--- config.mk ---
export PLATFORM = sky130hd
export DESIGN_NAME = rf_wake_poll_sequencer
export DESIGN_NICKNAME = d
export VERILOG_FILES = /design/src/core/rf_wake_poll_sequencer.v
export VERILOG_INCLUDE_DIRS = /design/src /design/src/core
export SDC_FILE = /design/constraint.sdc
export NUM_CORES = 1
export LEC_CHECK = 0
export BUFFER_PORTS_ARGS = -buffer_cell sky130_fd_sc_hd__buf_4
export CORE_UTILIZATION = 50
export CTS_CLUSTER_DIAMETER = 40
export DETAILED_ROUTE_END_ITERATION = 8
export PLACE_DENSITY = 0.72
export SYNTH_ARGS = -nofsm -noshare
export SYNTH_HDL_FRONTEND = slang
export SYNTH_SLANG_ARGS = --single-unit
--- constraint.sdc ---
create_clock -name clk_sys -period 3.95 [get_ports clk_sys]
set_clock_uncertainty 0.1 [all_clocks]
set_input_delay 0.5925 -clock clk_sys [delete_from_list [all_inputs] [get_ports clk_sys]]
set_output_delay 0.5925 -clock clk_sys [all_outputs]
set_load 0.01 [all_outputs]
--- src/core/rf_wake_poll_map.vh ---
`ifndef RF_WAKE_POLL_MAP_VH
`define RF_WAKE_POLL_MAP_VH
// register indices; byte address is four times the index
`define IDX_STIM_TRIM      8'h03
`define IDX_SLICE_LEVEL    8'h0A
`define IDX_DETECT_LEVEL   8'h0B
`define IDX_RADIO_CTRL     8'h0C
`define IDX_OUTSEL_STEP    8'h0D
`define IDX_STIM_CFG       8'h0E
`define IDX_SLICER_CFG     8'h0F
`define IDX_WAKE_DATA_DLY  8'h13
`define IDX_WAKE_IND_TIME  8'h16
`define IDX_WAKE_RSSI_DLY  8'h18
`define IDX_SLEEP_TIME     8'h19
`define IDX_PWRUP_DWELL    8'h1A
`define IDX_PRECLK_DLY     8'h1B
`define IDX_POLL_CTRL      8'h20
`define IDX_POLL_STATUS    8'h21
// field positions
`define BIT_WAKE_ON_SS     5
`define BIT_STEP_SELECT    3
`define BIT_CLAMP_EN       4
`define BIT_CONT_STIM      5
`define BIT_POLL_ENABLE    0
`define BIT_FAST_START     1
// reset values
`define RST_REG            8'h00
`define RST_POLL_CTRL      8'h00
// timing
`define CLK_SYS_HZ         25000000
`define RC_CLK_HZ          10000
`define RC_TICK_CYCLES     (`CLK_SYS_HZ / `RC_CLK_HZ)
`define STEP_FINE_US       500
`define STEP_COARSE_US     64000
`define RC_PERIOD_US       100
`define STEP_FINE_TICKS    (`STEP_FINE_US / `RC_PERIOD_US)
`define STEP_COARSE_TICKS  (`STEP_COARSE_US / `RC_PERIOD_US)
`endif

--- src/core/rf_wake_poll_sequencer.v ---
// What this block does
// polled listen powers down receiver and crystal
// after sleep, wake receiver and check energy
// energy found: enter full receive, recover data
// no energy: back to sleep, next interval
// index 0x0c bit5 enables wake on strength
// index 0x0b is the energy detect level
// index 0x0d bit3: 0.5 ms or 64 ms step
// index 0x19 sets receiver off time
// off time is count times step, RC ticks; a count of 0 gives one step
// wait powerup dwell from index 0x1a
// wait index 0x18 before strength sample
// wait index 0x13 before first data sample
// wake indication lasts index 0x16 duration
// wait index 0x1b from detect to preclock
// timers run on 10 kHz RC tick
// fast start stimulus required in polled listen
// index 0x0e bit4 clamp, bit5 continuous stimulus
// index 0x03 trims stimulus oscillator
// index 0x0f bits3:2 select slicer mode
// index 0x0f bits1:0 select hysteresis
// fixed mode compares slicer to index 0x0a
// average mode needs transmitter header; this block has no average mode, dataBit holds outside the fixed modes
`timescale 1ns/100ps
`default_nettype none
`include "rf_wake_poll_map.vh"
module rf_wake_poll_sequencer #(
   parameter RC_DIV = `RC_TICK_CYCLES
)(
   input  wire        clk_sys,
   input  wire        rst,
   input  wire [7:0]  avs_address,
   input  wire        avs_read,
   input  wire        avs_write,
   input  wire [31:0] avs_writedata,
   input  wire [3:0]  avs_byteenable,
   output reg  [31:0] avs_readdata,
   output wire        avs_waitrequest,
   input  wire [7:0]  signalStrength,
   input  wire [7:0]  slicerLevel,
   output reg         receiverOn,
   output reg         crystalOn,
   output reg         stimulusOn,
   output wire        clampEnable,
   output wire [7:0]  stimulusTrim,
   output wire [1:0]  slicerHysteresis,
   output wire [1:0]  slicerModeSelect,
   output reg         dataSample,
   output reg         dataBit,
   output reg         preClock,
   output reg         wakeIndicate
);
   localparam S_IDLE  = 7'b0000001;
   localparam S_SLEEP = 7'b0000010;
   localparam S_DWELL = 7'b0000100;
   localparam S_RSSI  = 7'b0001000;
   localparam S_RXDLY = 7'b0010000;
   localparam S_PRECK = 7'b0100000;
   localparam S_RX    = 7'b1000000;
   localparam [15:0] FINE   = `STEP_FINE_TICKS;
   localparam [15:0] COARSE = `STEP_COARSE_TICKS;

   reg  [7:0]  stimTrim_q, sliceLevel_q, detectLevel_q, radioCtrl_q, outSel_q;
   reg  [7:0]  stimCfg_q, slicerCfg_q, dataDly_q, indTime_q, rssiDly_q;
   reg  [7:0]  sleepTime_q, dwell_q, preClkDly_q, pollCtrl_q;
   reg  [6:0]  state_q;
   reg  [15:0] rcDiv_q;
   reg         rcTick_q;
   reg  [15:0] stepCnt_q;
   reg  [7:0]  cnt_q;
   reg  [7:0]  indCnt_q;
   reg  [7:0]  dataCnt_q;
   reg         dataWait_q;
   reg         ackPending_q;
   reg  [7:0]  ss1_q, ss2_q, sl1_q, sl2_q;
   reg         energySeen_q;
   wire        pollEn   = pollCtrl_q[`BIT_POLL_ENABLE];
   wire        fastEn   = pollCtrl_q[`BIT_FAST_START];
   wire        wakeOnSs = radioCtrl_q[`BIT_WAKE_ON_SS];
   wire [15:0] stepLen  = outSel_q[`BIT_STEP_SELECT] ? COARSE : FINE;
   wire        wrOk     = avs_write & avs_byteenable[0] & ackPending_q;

   // one-cycle answer: waitrequest high on first cycle, low on second
   assign avs_waitrequest  = (avs_read | avs_write) & ~ackPending_q;
   assign clampEnable      = stimCfg_q[`BIT_CLAMP_EN];
   assign stimulusTrim     = stimTrim_q;
   assign slicerHysteresis = slicerCfg_q[1:0];
   assign slicerModeSelect = slicerCfg_q[3:2];

   always @(posedge clk_sys)
   begin
      if (rst)
         ackPending_q <= 1'b0;
      else
         ackPending_q <= (avs_read | avs_write) & ~ackPending_q;
   end

   always @(posedge clk_sys)
   begin
      if (rst)
      begin
         stimTrim_q    <= `RST_REG;
         sliceLevel_q  <= `RST_REG;
         detectLevel_q <= `RST_REG;
         radioCtrl_q   <= `RST_REG;
         outSel_q      <= `RST_REG;
         stimCfg_q     <= `RST_REG;
         slicerCfg_q   <= `RST_REG;
         dataDly_q     <= `RST_REG;
         indTime_q     <= `RST_REG;
         rssiDly_q     <= `RST_REG;
         sleepTime_q   <= `RST_REG;
         dwell_q       <= `RST_REG;
         preClkDly_q   <= `RST_REG;
         pollCtrl_q    <= `RST_POLL_CTRL;
      end
      else if (wrOk)
      begin
         case (avs_address)
            `IDX_STIM_TRIM:     stimTrim_q    <= avs_writedata[7:0];
            `IDX_SLICE_LEVEL:   sliceLevel_q  <= avs_writedata[7:0];
            `IDX_DETECT_LEVEL:  detectLevel_q <= avs_writedata[7:0];
            `IDX_RADIO_CTRL:    radioCtrl_q   <= avs_writedata[7:0];
            `IDX_OUTSEL_STEP:   outSel_q      <= avs_writedata[7:0];
            `IDX_STIM_CFG:      stimCfg_q     <= avs_writedata[7:0];
            `IDX_SLICER_CFG:    slicerCfg_q   <= avs_writedata[7:0];
            `IDX_WAKE_DATA_DLY: dataDly_q     <= avs_writedata[7:0];
            `IDX_WAKE_IND_TIME: indTime_q     <= avs_writedata[7:0];
            `IDX_WAKE_RSSI_DLY: rssiDly_q     <= avs_writedata[7:0];
            `IDX_SLEEP_TIME:    sleepTime_q   <= avs_writedata[7:0];
            `IDX_PWRUP_DWELL:   dwell_q       <= avs_writedata[7:0];
            `IDX_PRECLK_DLY:    preClkDly_q   <= avs_writedata[7:0];
            `IDX_POLL_CTRL:     pollCtrl_q    <= avs_writedata[7:0];
            default:            pollCtrl_q    <= pollCtrl_q;
         endcase
      end
   end

   // unmapped indices read zero, writes to them are dropped
   always @(posedge clk_sys)
   begin
      if (rst)
         avs_readdata <= 32'h00000000;
      else if (avs_read & ~ackPending_q)
      begin
         case (avs_address)
            `IDX_STIM_TRIM:     avs_readdata <= {24'h000000, stimTrim_q};
            `IDX_SLICE_LEVEL:   avs_readdata <= {24'h000000, sliceLevel_q};
            `IDX_DETECT_LEVEL:  avs_readdata <= {24'h000000, detectLevel_q};
            `IDX_RADIO_CTRL:    avs_readdata <= {24'h000000, radioCtrl_q};
            `IDX_OUTSEL_STEP:   avs_readdata <= {24'h000000, outSel_q};
            `IDX_STIM_CFG:      avs_readdata <= {24'h000000, stimCfg_q};
            `IDX_SLICER_CFG:    avs_readdata <= {24'h000000, slicerCfg_q};
            `IDX_WAKE_DATA_DLY: avs_readdata <= {24'h000000, dataDly_q};
            `IDX_WAKE_IND_TIME: avs_readdata <= {24'h000000, indTime_q};
            `IDX_WAKE_RSSI_DLY: avs_readdata <= {24'h000000, rssiDly_q};
            `IDX_SLEEP_TIME:    avs_readdata <= {24'h000000, sleepTime_q};
            `IDX_PWRUP_DWELL:   avs_readdata <= {24'h000000, dwell_q};
            `IDX_PRECLK_DLY:    avs_readdata <= {24'h000000, preClkDly_q};
            `IDX_POLL_CTRL:     avs_readdata <= {24'h000000, pollCtrl_q};
            `IDX_POLL_STATUS:   avs_readdata <= {23'h000000, energySeen_q, 1'b0, state_q};
            default:            avs_readdata <= 32'h00000000;
         endcase
      end
   end

   // 10 kHz tick stands in for the RC oscillator
   always @(posedge clk_sys)
   begin
      if (rst)
      begin
         rcDiv_q  <= 16'h0000;
         rcTick_q <= 1'b0;
      end
      else if (rcDiv_q == RC_DIV[15:0] - 16'h0001)
      begin
         rcDiv_q  <= 16'h0000;
         rcTick_q <= 1'b1;
      end
      else
      begin
         rcDiv_q  <= rcDiv_q + 16'h0001;
         rcTick_q <= 1'b0;
      end
   end

   // external analog inputs, synchronised
   always @(posedge clk_sys)
   begin
      if (rst)
      begin
         ss1_q <= 8'h00;
         ss2_q <= 8'h00;
         sl1_q <= 8'h00;
         sl2_q <= 8'h00;
      end
      else
      begin
         ss1_q <= signalStrength;
         ss2_q <= ss1_q;
         sl1_q <= slicerLevel;
         sl2_q <= sl1_q;
      end
   end

   // energy decision: only when wake on strength is set
   wire energy = wakeOnSs & (ss2_q > detectLevel_q);

   always @(posedge clk_sys)
   begin
      if (rst)
      begin
         state_q      <= S_IDLE;
         stepCnt_q    <= 16'h0000;
         cnt_q        <= 8'h00;
         energySeen_q <= 1'b0;
         receiverOn   <= 1'b0;
         crystalOn    <= 1'b0;
         stimulusOn   <= 1'b0;
         preClock     <= 1'b0;
      end
      else
      begin
         preClock <= 1'b0;
         stimulusOn <= stimCfg_q[`BIT_CONT_STIM];
         case (state_q)
            S_IDLE:
            begin
               if (pollEn)
               begin
                  state_q    <= S_SLEEP;
                  receiverOn <= 1'b0;
                  crystalOn  <= 1'b0;
                  cnt_q      <= sleepTime_q;
                  stepCnt_q  <= 16'h0000;
               end
               else
               begin
                  receiverOn <= 1'b1;
                  crystalOn  <= 1'b1;
               end
            end
            S_SLEEP:
            begin
               if (!pollEn)
                  state_q <= S_IDLE;
               else if (rcTick_q)
               begin
                  // a zero count wakes on the next step boundary
                  if (stepCnt_q >= stepLen - 16'h0001)
                  begin
                     stepCnt_q <= 16'h0000;
                     if (cnt_q <= 8'h01)
                     begin
                        state_q    <= S_DWELL;
                        receiverOn <= 1'b1;
                        crystalOn  <= 1'b1;
                        stimulusOn <= fastEn | stimCfg_q[`BIT_CONT_STIM];
                        cnt_q      <= dwell_q;
                     end
                     else
                        cnt_q <= cnt_q - 8'h01;
                  end
                  else
                     stepCnt_q <= stepCnt_q + 16'h0001;
               end
            end
            S_DWELL:
            begin
               stimulusOn <= fastEn | stimCfg_q[`BIT_CONT_STIM];
               if (rcTick_q)
               begin
                  if (cnt_q == 8'h00)
                  begin
                     state_q <= S_RSSI;
                     cnt_q   <= rssiDly_q;
                  end
                  else
                     cnt_q <= cnt_q - 8'h01;
               end
            end
            S_RSSI:
            begin
               if (rcTick_q)
               begin
                  if (cnt_q != 8'h00)
                     cnt_q <= cnt_q - 8'h01;
                  else if (energy)
                  begin
                     state_q      <= S_PRECK;
                     energySeen_q <= 1'b1;
                     cnt_q        <= preClkDly_q;
                  end
                  else
                  begin
                     state_q    <= S_SLEEP;
                     receiverOn <= 1'b0;
                     crystalOn  <= 1'b0;
                     cnt_q      <= sleepTime_q;
                     stepCnt_q  <= 16'h0000;
                  end
               end
            end
            S_PRECK:
            begin
               if (rcTick_q)
               begin
                  if (cnt_q == 8'h00)
                  begin
                     preClock <= 1'b1;
                     state_q  <= S_RX;
                  end
                  else
                     cnt_q <= cnt_q - 8'h01;
               end
            end
            S_RX:
            begin
               // full receive holds until software drops polling
               if (!pollEn)
               begin
                  state_q      <= S_IDLE;
                  energySeen_q <= 1'b0;
               end
            end
            default: state_q <= S_IDLE;
         endcase
      end
   end

   // data sampling delay counted from receiver wake
   always @(posedge clk_sys)
   begin
      if (rst)
      begin
         dataCnt_q  <= 8'h00;
         dataWait_q <= 1'b0;
         dataSample <= 1'b0;
         dataBit    <= 1'b0;
      end
      else
      begin
         if (state_q == S_SLEEP || state_q == S_IDLE && pollEn)
         begin
            dataWait_q <= 1'b1;
            dataCnt_q  <= dataDly_q;
            dataSample <= 1'b0;
         end
         else if (dataWait_q && rcTick_q)
         begin
            if (dataCnt_q == 8'h00)
            begin
               dataWait_q <= 1'b0;
               dataSample <= 1'b1;
            end
            else
               dataCnt_q <= dataCnt_q - 8'h01;
         end
         else if (!pollEn)
            dataSample <= 1'b1;
         if (dataSample && (slicerCfg_q[3:2] == 2'b00 || slicerCfg_q[3:2] == 2'b11))
            dataBit <= sl2_q > sliceLevel_q;
      end
   end

   // wake indication pulse length
   always @(posedge clk_sys)
   begin
      if (rst)
      begin
         indCnt_q     <= 8'h00;
         wakeIndicate <= 1'b0;
      end
      else if (state_q == S_RSSI && rcTick_q && cnt_q == 8'h00 && energy)
      begin
         indCnt_q     <= indTime_q;
         wakeIndicate <= indTime_q != 8'h00;
      end
      else if (wakeIndicate && rcTick_q)
      begin
         if (indCnt_q == 8'h01)
            wakeIndicate <= 1'b0;
         indCnt_q <= indCnt_q - 8'h01;
      end
   end
endmodule // rf_wake_poll_sequencer
`default_nettype wire

* After elaboration in Yosys (flattened, before gate mapping)
Index checks and enable logic that the tools add are counted.
** Word-level totals
- Register bits :: 249
- Input bits :: 64
- Output and inout bits :: 53
- Word-level logic and storage cells :: 219
** Operators by class
- Add/subtract/negate cells :: 6
- $lt $le $gt $ge :: 4
- Equality and inequality tests :: 45
- Muxes and demuxes :: 72
- Bitwise operators :: 10
- Reductions and logical operators :: 47
** Operators by type and width (count)
- 2-to-1 mux 8 bit :: 17
- case mux 9 bit (15 select lines) :: 1
- 2-to-1 mux 16 bit :: 7
- 2-to-1 mux 7 bit :: 12
- == test 8 x 4 -> 1 bit, second input constant :: 6
- == test 8 x 5 -> 1 bit, second input constant :: 6
- case mux 16 bit (3 select lines) :: 1
- case mux 7 bit (6 select lines) :: 1
- case mux 8 bit (5 select lines) :: 1
- AND reduction 2 bit :: 18
- adder 16 x 1 -> 16 bit, second input constant :: 2
- inequality test 2 bit, second input constant :: 16
- 2-to-1 mux 1 bit :: 27
- subtractor 8 x 1 -> 8 bit, second input constant :: 3
- == test 16 x 12 -> 1 bit, second input constant :: 1
- == test 8 x 6 -> 1 bit, second input constant :: 2
- >= comparator 16 bit :: 1
- greater-than comparator 8 bit :: 2
- zero test 8 bit :: 2
- nonzero test 8 bit :: 2
- AND reduction 11 bit :: 1
- subtractor 10 x 1 -> 11 bit, second input constant :: 1
- 2-to-1 mux 10 bit :: 1
- nonzero test 2 bit :: 5
- other kinds (29) :: 48

* Depth between registers and ports, before layout
- Depth after elaboration :: 7
- Mapped depth :: 10
- Gate-level depth less buffers :: 9

* Worst setup path after synthesis
No wires, ideal clock.
- Path type :: flip-flop to flip-flop
- Start point :: register detectLevel_q[3]
- End point :: register indCnt_q[0]
- Setup time :: 0.128 ns
- Data arrival time :: 2.534 ns
- Required time :: 3.722 ns
- Setup slack :: 1.189 ns
- Stages on the path, launching flop included :: 11
- Path through :: dfxtp_1 inv_1 ha_1 nand4_1 or3b_2 a21oi_1 nor2_1 clkbuf_1 nor2_2 mux2i_1 nor2_1
** Between the ends
- Word-level cells in the longest chain between the ends :: 4
** Ends and longest elaborated chain
- from (decl) :: line rf_wake_poll_sequencer.v:63 : reg [7:0] stimTrim_q, sliceLevel_q, detectLevel_q, radioCtrl_q, outSel_q;
- from (signal assigned) :: line rf_wake_poll_sequencer.v:104 : detectLevel_q <= `RST_REG;
- from (signal assigned) :: line rf_wake_poll_sequencer.v:122 : `IDX_DETECT_LEVEL: detectLevel_q <= avs_writedata[7:0];
- greater-than comparator 8 bit (*) :: line rf_wake_poll_sequencer.v:207 : wire energy = wakeOnSs & (ss2_q > detectLevel_q);
- AND 1 bit (*) :: line rf_wake_poll_sequencer.v:207
- logical AND 1 bit (*) :: line rf_wake_poll_sequencer.v:374 : else if (state_q == S_RSSI && rcTick_q && cnt_q == 8'h00 && energy)
- 2-to-1 mux 8 bit or nonzero test 2 bit (tied branches)
- to (signal assigned) :: line rf_wake_poll_sequencer.v:376 : indCnt_q <= indTime_q;
- to (signal assigned) :: line rf_wake_poll_sequencer.v:383 : indCnt_q <= indCnt_q - 8'h01;
- to (decl) :: line rf_wake_poll_sequencer.v:71 : reg [7:0] indCnt_q;
Every way passes the cells marked *; elsewhere a longest branch is shown, timed or not.
A chain may end at the register's enable or synchronous reset.

* Worst setup path after layout
- Start point :: register state_q[2]
- End point :: register cnt_q[3]
** Between the ends
- Word-level cells in the longest chain between the ends :: 3
** Ends and longest elaborated chain
- from (decl) :: line rf_wake_poll_sequencer.v:66 : reg [6:0] state_q;
- from (signal assigned) :: line rf_wake_poll_sequencer.v:213 : state_q <= S_IDLE;
- from (signal assigned) :: line rf_wake_poll_sequencer.v:231 : state_q <= S_SLEEP;
- from (signal assigned) :: line rf_wake_poll_sequencer.v:246 : state_q <= S_IDLE;
- == test 7 x 2 -> 1 bit, or another cell as far along :: line rf_wake_poll_sequencer.v:226 : case (state_q)
- nonzero test 5 bit (no line) or inequality test 2 bit (tied branches)
- AND reduction 9 bit (no line)
- to (signal assigned) :: line rf_wake_poll_sequencer.v:234 : cnt_q <= sleepTime_q;
- to (signal assigned) :: line rf_wake_poll_sequencer.v:259 : cnt_q <= dwell_q;
- to (signal assigned) :: line rf_wake_poll_sequencer.v:262 : cnt_q <= cnt_q - 8'h01;
- to (decl) :: line rf_wake_poll_sequencer.v:70 : reg [7:0] cnt_q;
Parallel ways exist; a longest one is shown, timed or not.

==> results_dict.tcl <==
set metrics [dict create \
    run_status "complete, no violations" \
    synth_cells 1312 \
    drv_cap 0 \
    detail_route.drc_violations 0 \
    first_iter_violations 1131 \
    n_antenna_cell 0 \
    setup.worst_path.start_class "flop" \
    min_period_ps 3400 \
    first_pass_iters 8 \
    crit_required_ps 4240 \
    whs_path_depth 2 \
    via_per_inst 6.00 \
    leakagePower_nw 4.69 \
    placed_cells 1601 \
    relSlewSlack 0.218 \
    numCtsBuffers 35 \
    core.rowCount 53 \
    grt_pass1_vias 8949 \
    die_h_um 149 \
    cp_max_fo 14 \
    synth.avg_cell_area_um2 8.28 \
    place_congestion 0.899 \
    n_fill_cell 1856 \
    final_max_slew_viol_count 0 \
    cts.sinks 225 \
    layout-drive-gt1-share 0.133 \
    pwr-share-comb 0.085 \
    power.share.clock 0.525 \
    clk_pin_slew_ps 50 \
    core_mm2 0.0212 \
    worstMarginPinSlew_ps 1160 \
    synthFlopType "dfxtp_1" \
    finalSetupTns_ps 0 \
    post-route-util 0.603 \
    total_power_mw 6.01 \
    drtAntennaViolNets 0 \
    fmax_ghz 0.294 \
    clockBufferDepth 3 \
    instances_no_fill 1663 \
    htree_num_levels 2 \
    p_int_mw 4.58 \
    hpwlAfterDp_mm 21.0 \
    crit_arrival_ps 3690 \
    power.switching_mw 1.43 \
    seq_power_share 0.390 \
    drt-total-wl_mm 30.7 \
    hold_violations 0 \
    ys_seq_elements 225 \
    die_area_mm2 0.0223 \
    grt_setup_unrepaired "false" \
    antenna_found_initial 0 \
    end_kind "flop" \
    async_flop_share 0 \
    cts_resized 0 \
    vias 9985 \
    powerDensity_mw_per_mm2 471 \
    ys_types 70 \
    grt_use_total 0.277 \
    clk_latency_ps 510 \
    ys.warnings.count 0 \
    swShare 0.239 \
    synthesis.area_mm2 0.0109 \
    area_growth_pct 17.3 \
    period_share 0.861 \
    postCtsSetupRepairBufs 0 \
    seq_area_frac_synth 0.415 \
    hold_buffers 0 \
    port_buffers 66 \
    clockRootBuffer "clkbuf_16" \
    synth_edf_count 0 \
    grt_max_degree 74 \
    crit_type "reg2reg" \
    die_x_um 149 \
    holdWs_ps 190 \
    min-delay-path-class "in2reg" \
    grt_overflow_total 0 \
    initial_core_util 0.514 \
    finalSetupViolations 0 \
    reg_top3 "rcDiv_q (16), stepCnt_q (16), avs_readdata (9)" \
    num_io_pins 117 \
    drt-wirelength-per-cell_um 18.5 \
    cts_tree "done" \
    nets 1458 \
    ff2ff_path_depth 6 \
    grt_pass1_wl_mm 48.6 \
    ir_drop_mv 0.333 \
]
[kinds of logic after synthesis]
logic type | synth area share
adder cells (fa/ha/maj) | 0.0357
multiplexers | 0.0629
buffers and inverters | 0.0575
XOR/XNOR | 0.0298
AO/OA/AOI/OAI | 0.169
flip-flops | 0.415
other | 0.000345
AND/OR/NAND/NOR | 0.230
[worst max-delay path: stages, from the launching register on]
cell      delay, ps
dfxtp_1         640
nor4_1          190
a22oi_1         460
o221ai_2        280
nor4_2         1030
o311ai_0        300
o221a_2         300
[cells in the mapped netlist (18+ instances only)]
library cell	count	area, µm²
dfxtp_1	225	4500
nand2_1	188	706
a21oi_1	139	696
nor2_1	116	435
clkbuf_1	65	244
nand3_1	65	325
mux2i_1	48	480
nor2b_1	44	275
o21ai_0	43	215
inv_1	35	131
ha_1	31	388
buf_4	30	225
nor3_1	25	125
a22oi_1	19	143
xnor2_1	19	166
xor2_1	18	158
[layer usage]
layer / vias up / track usage / part of all wire
li1: 4707 / - / -
met1: 4616 / 0.372 / 0.41
met2: 546 / 0.415 / 0.44
met3: 116 / 0.0591 / 0.096
met4: 0 / 0.149 / 0.054
met5: - / 0 / 0
[placed cells by master (no fill, tap or decap), types with 9 or more instances in the layout]
cell type,instances
ha_1,31
o211ai_1,11
clkbuf_16,36
a21oi_1,139
nor2b_1,44
mux2i_1,48
nand3_1,65
xor2_1,18
inv_1,35
conb_1,23
a221oi_1,11
a211oi_1,12
dfxtp_1,225
or3_1,11
a22oi_1,19
o21ai_0,43
xnor2_1,19
and3_1,12
nor3_1,23
nand2_1,188
nand4_1,14
nor2_1,116
mux2_2,10
nor4_1,13
buf_4,92
a222oi_1,9
[power by group through the flow]
stage          clock (mW)  combinational [mW]  sequential, mW
5_1_grt              3.32               0.555            2.35
4_1_cts              3.19               0.500            2.35
2_1_floorplan           0               0.361            2.38
3_5_place_dp            0               0.495            2.39
3_3_place_gp            0               0.489            2.39
6_report             3.15               0.509            2.35
[final timing paths]
kind | from | to | slack [ps]
max | state_q[2] | cnt_q[3] | 550
min | slicerLevel[1] | sl1_q[1] | 190
max reg2reg | state_q[2] | cnt_q[3] | 550
min reg2reg | sl1_q[4] | sl2_q[4] | 330
[final cells by class]
| cell class | count | area [µm²] | share of cell area |
|---|---|---|---|
| clock buffer | 49 | 1030 | 0.0808 |
| clock inverter | 13 | 188 | 0.0147 |
| inverter | 35 | 131 | 0.0103 |
| multi-input combinational | 973 | 5850 | 0.459 |
| sequential | 225 | 4500 | 0.353 |
| tap | 275 | 344 | 0.0270 |
| timing repair buffer | 93 | 702 | 0.0551 |
[metrics by stage]
| step | setup slack, ps | area, µm² |
|---|---|---|
| 3_3_place_gp | 678 | 11500 |
| 6_report | 549 | 12700 |
| 5_1_grt | 159 | 12700 |
| 4_1_cts | 587 | 12700 |
| 2_1_floorplan | 1190 | 10900 |
| 3_5_place_dp | 580 | 11500 |
No activity file was read; power rests on OpenSTA's default activity.
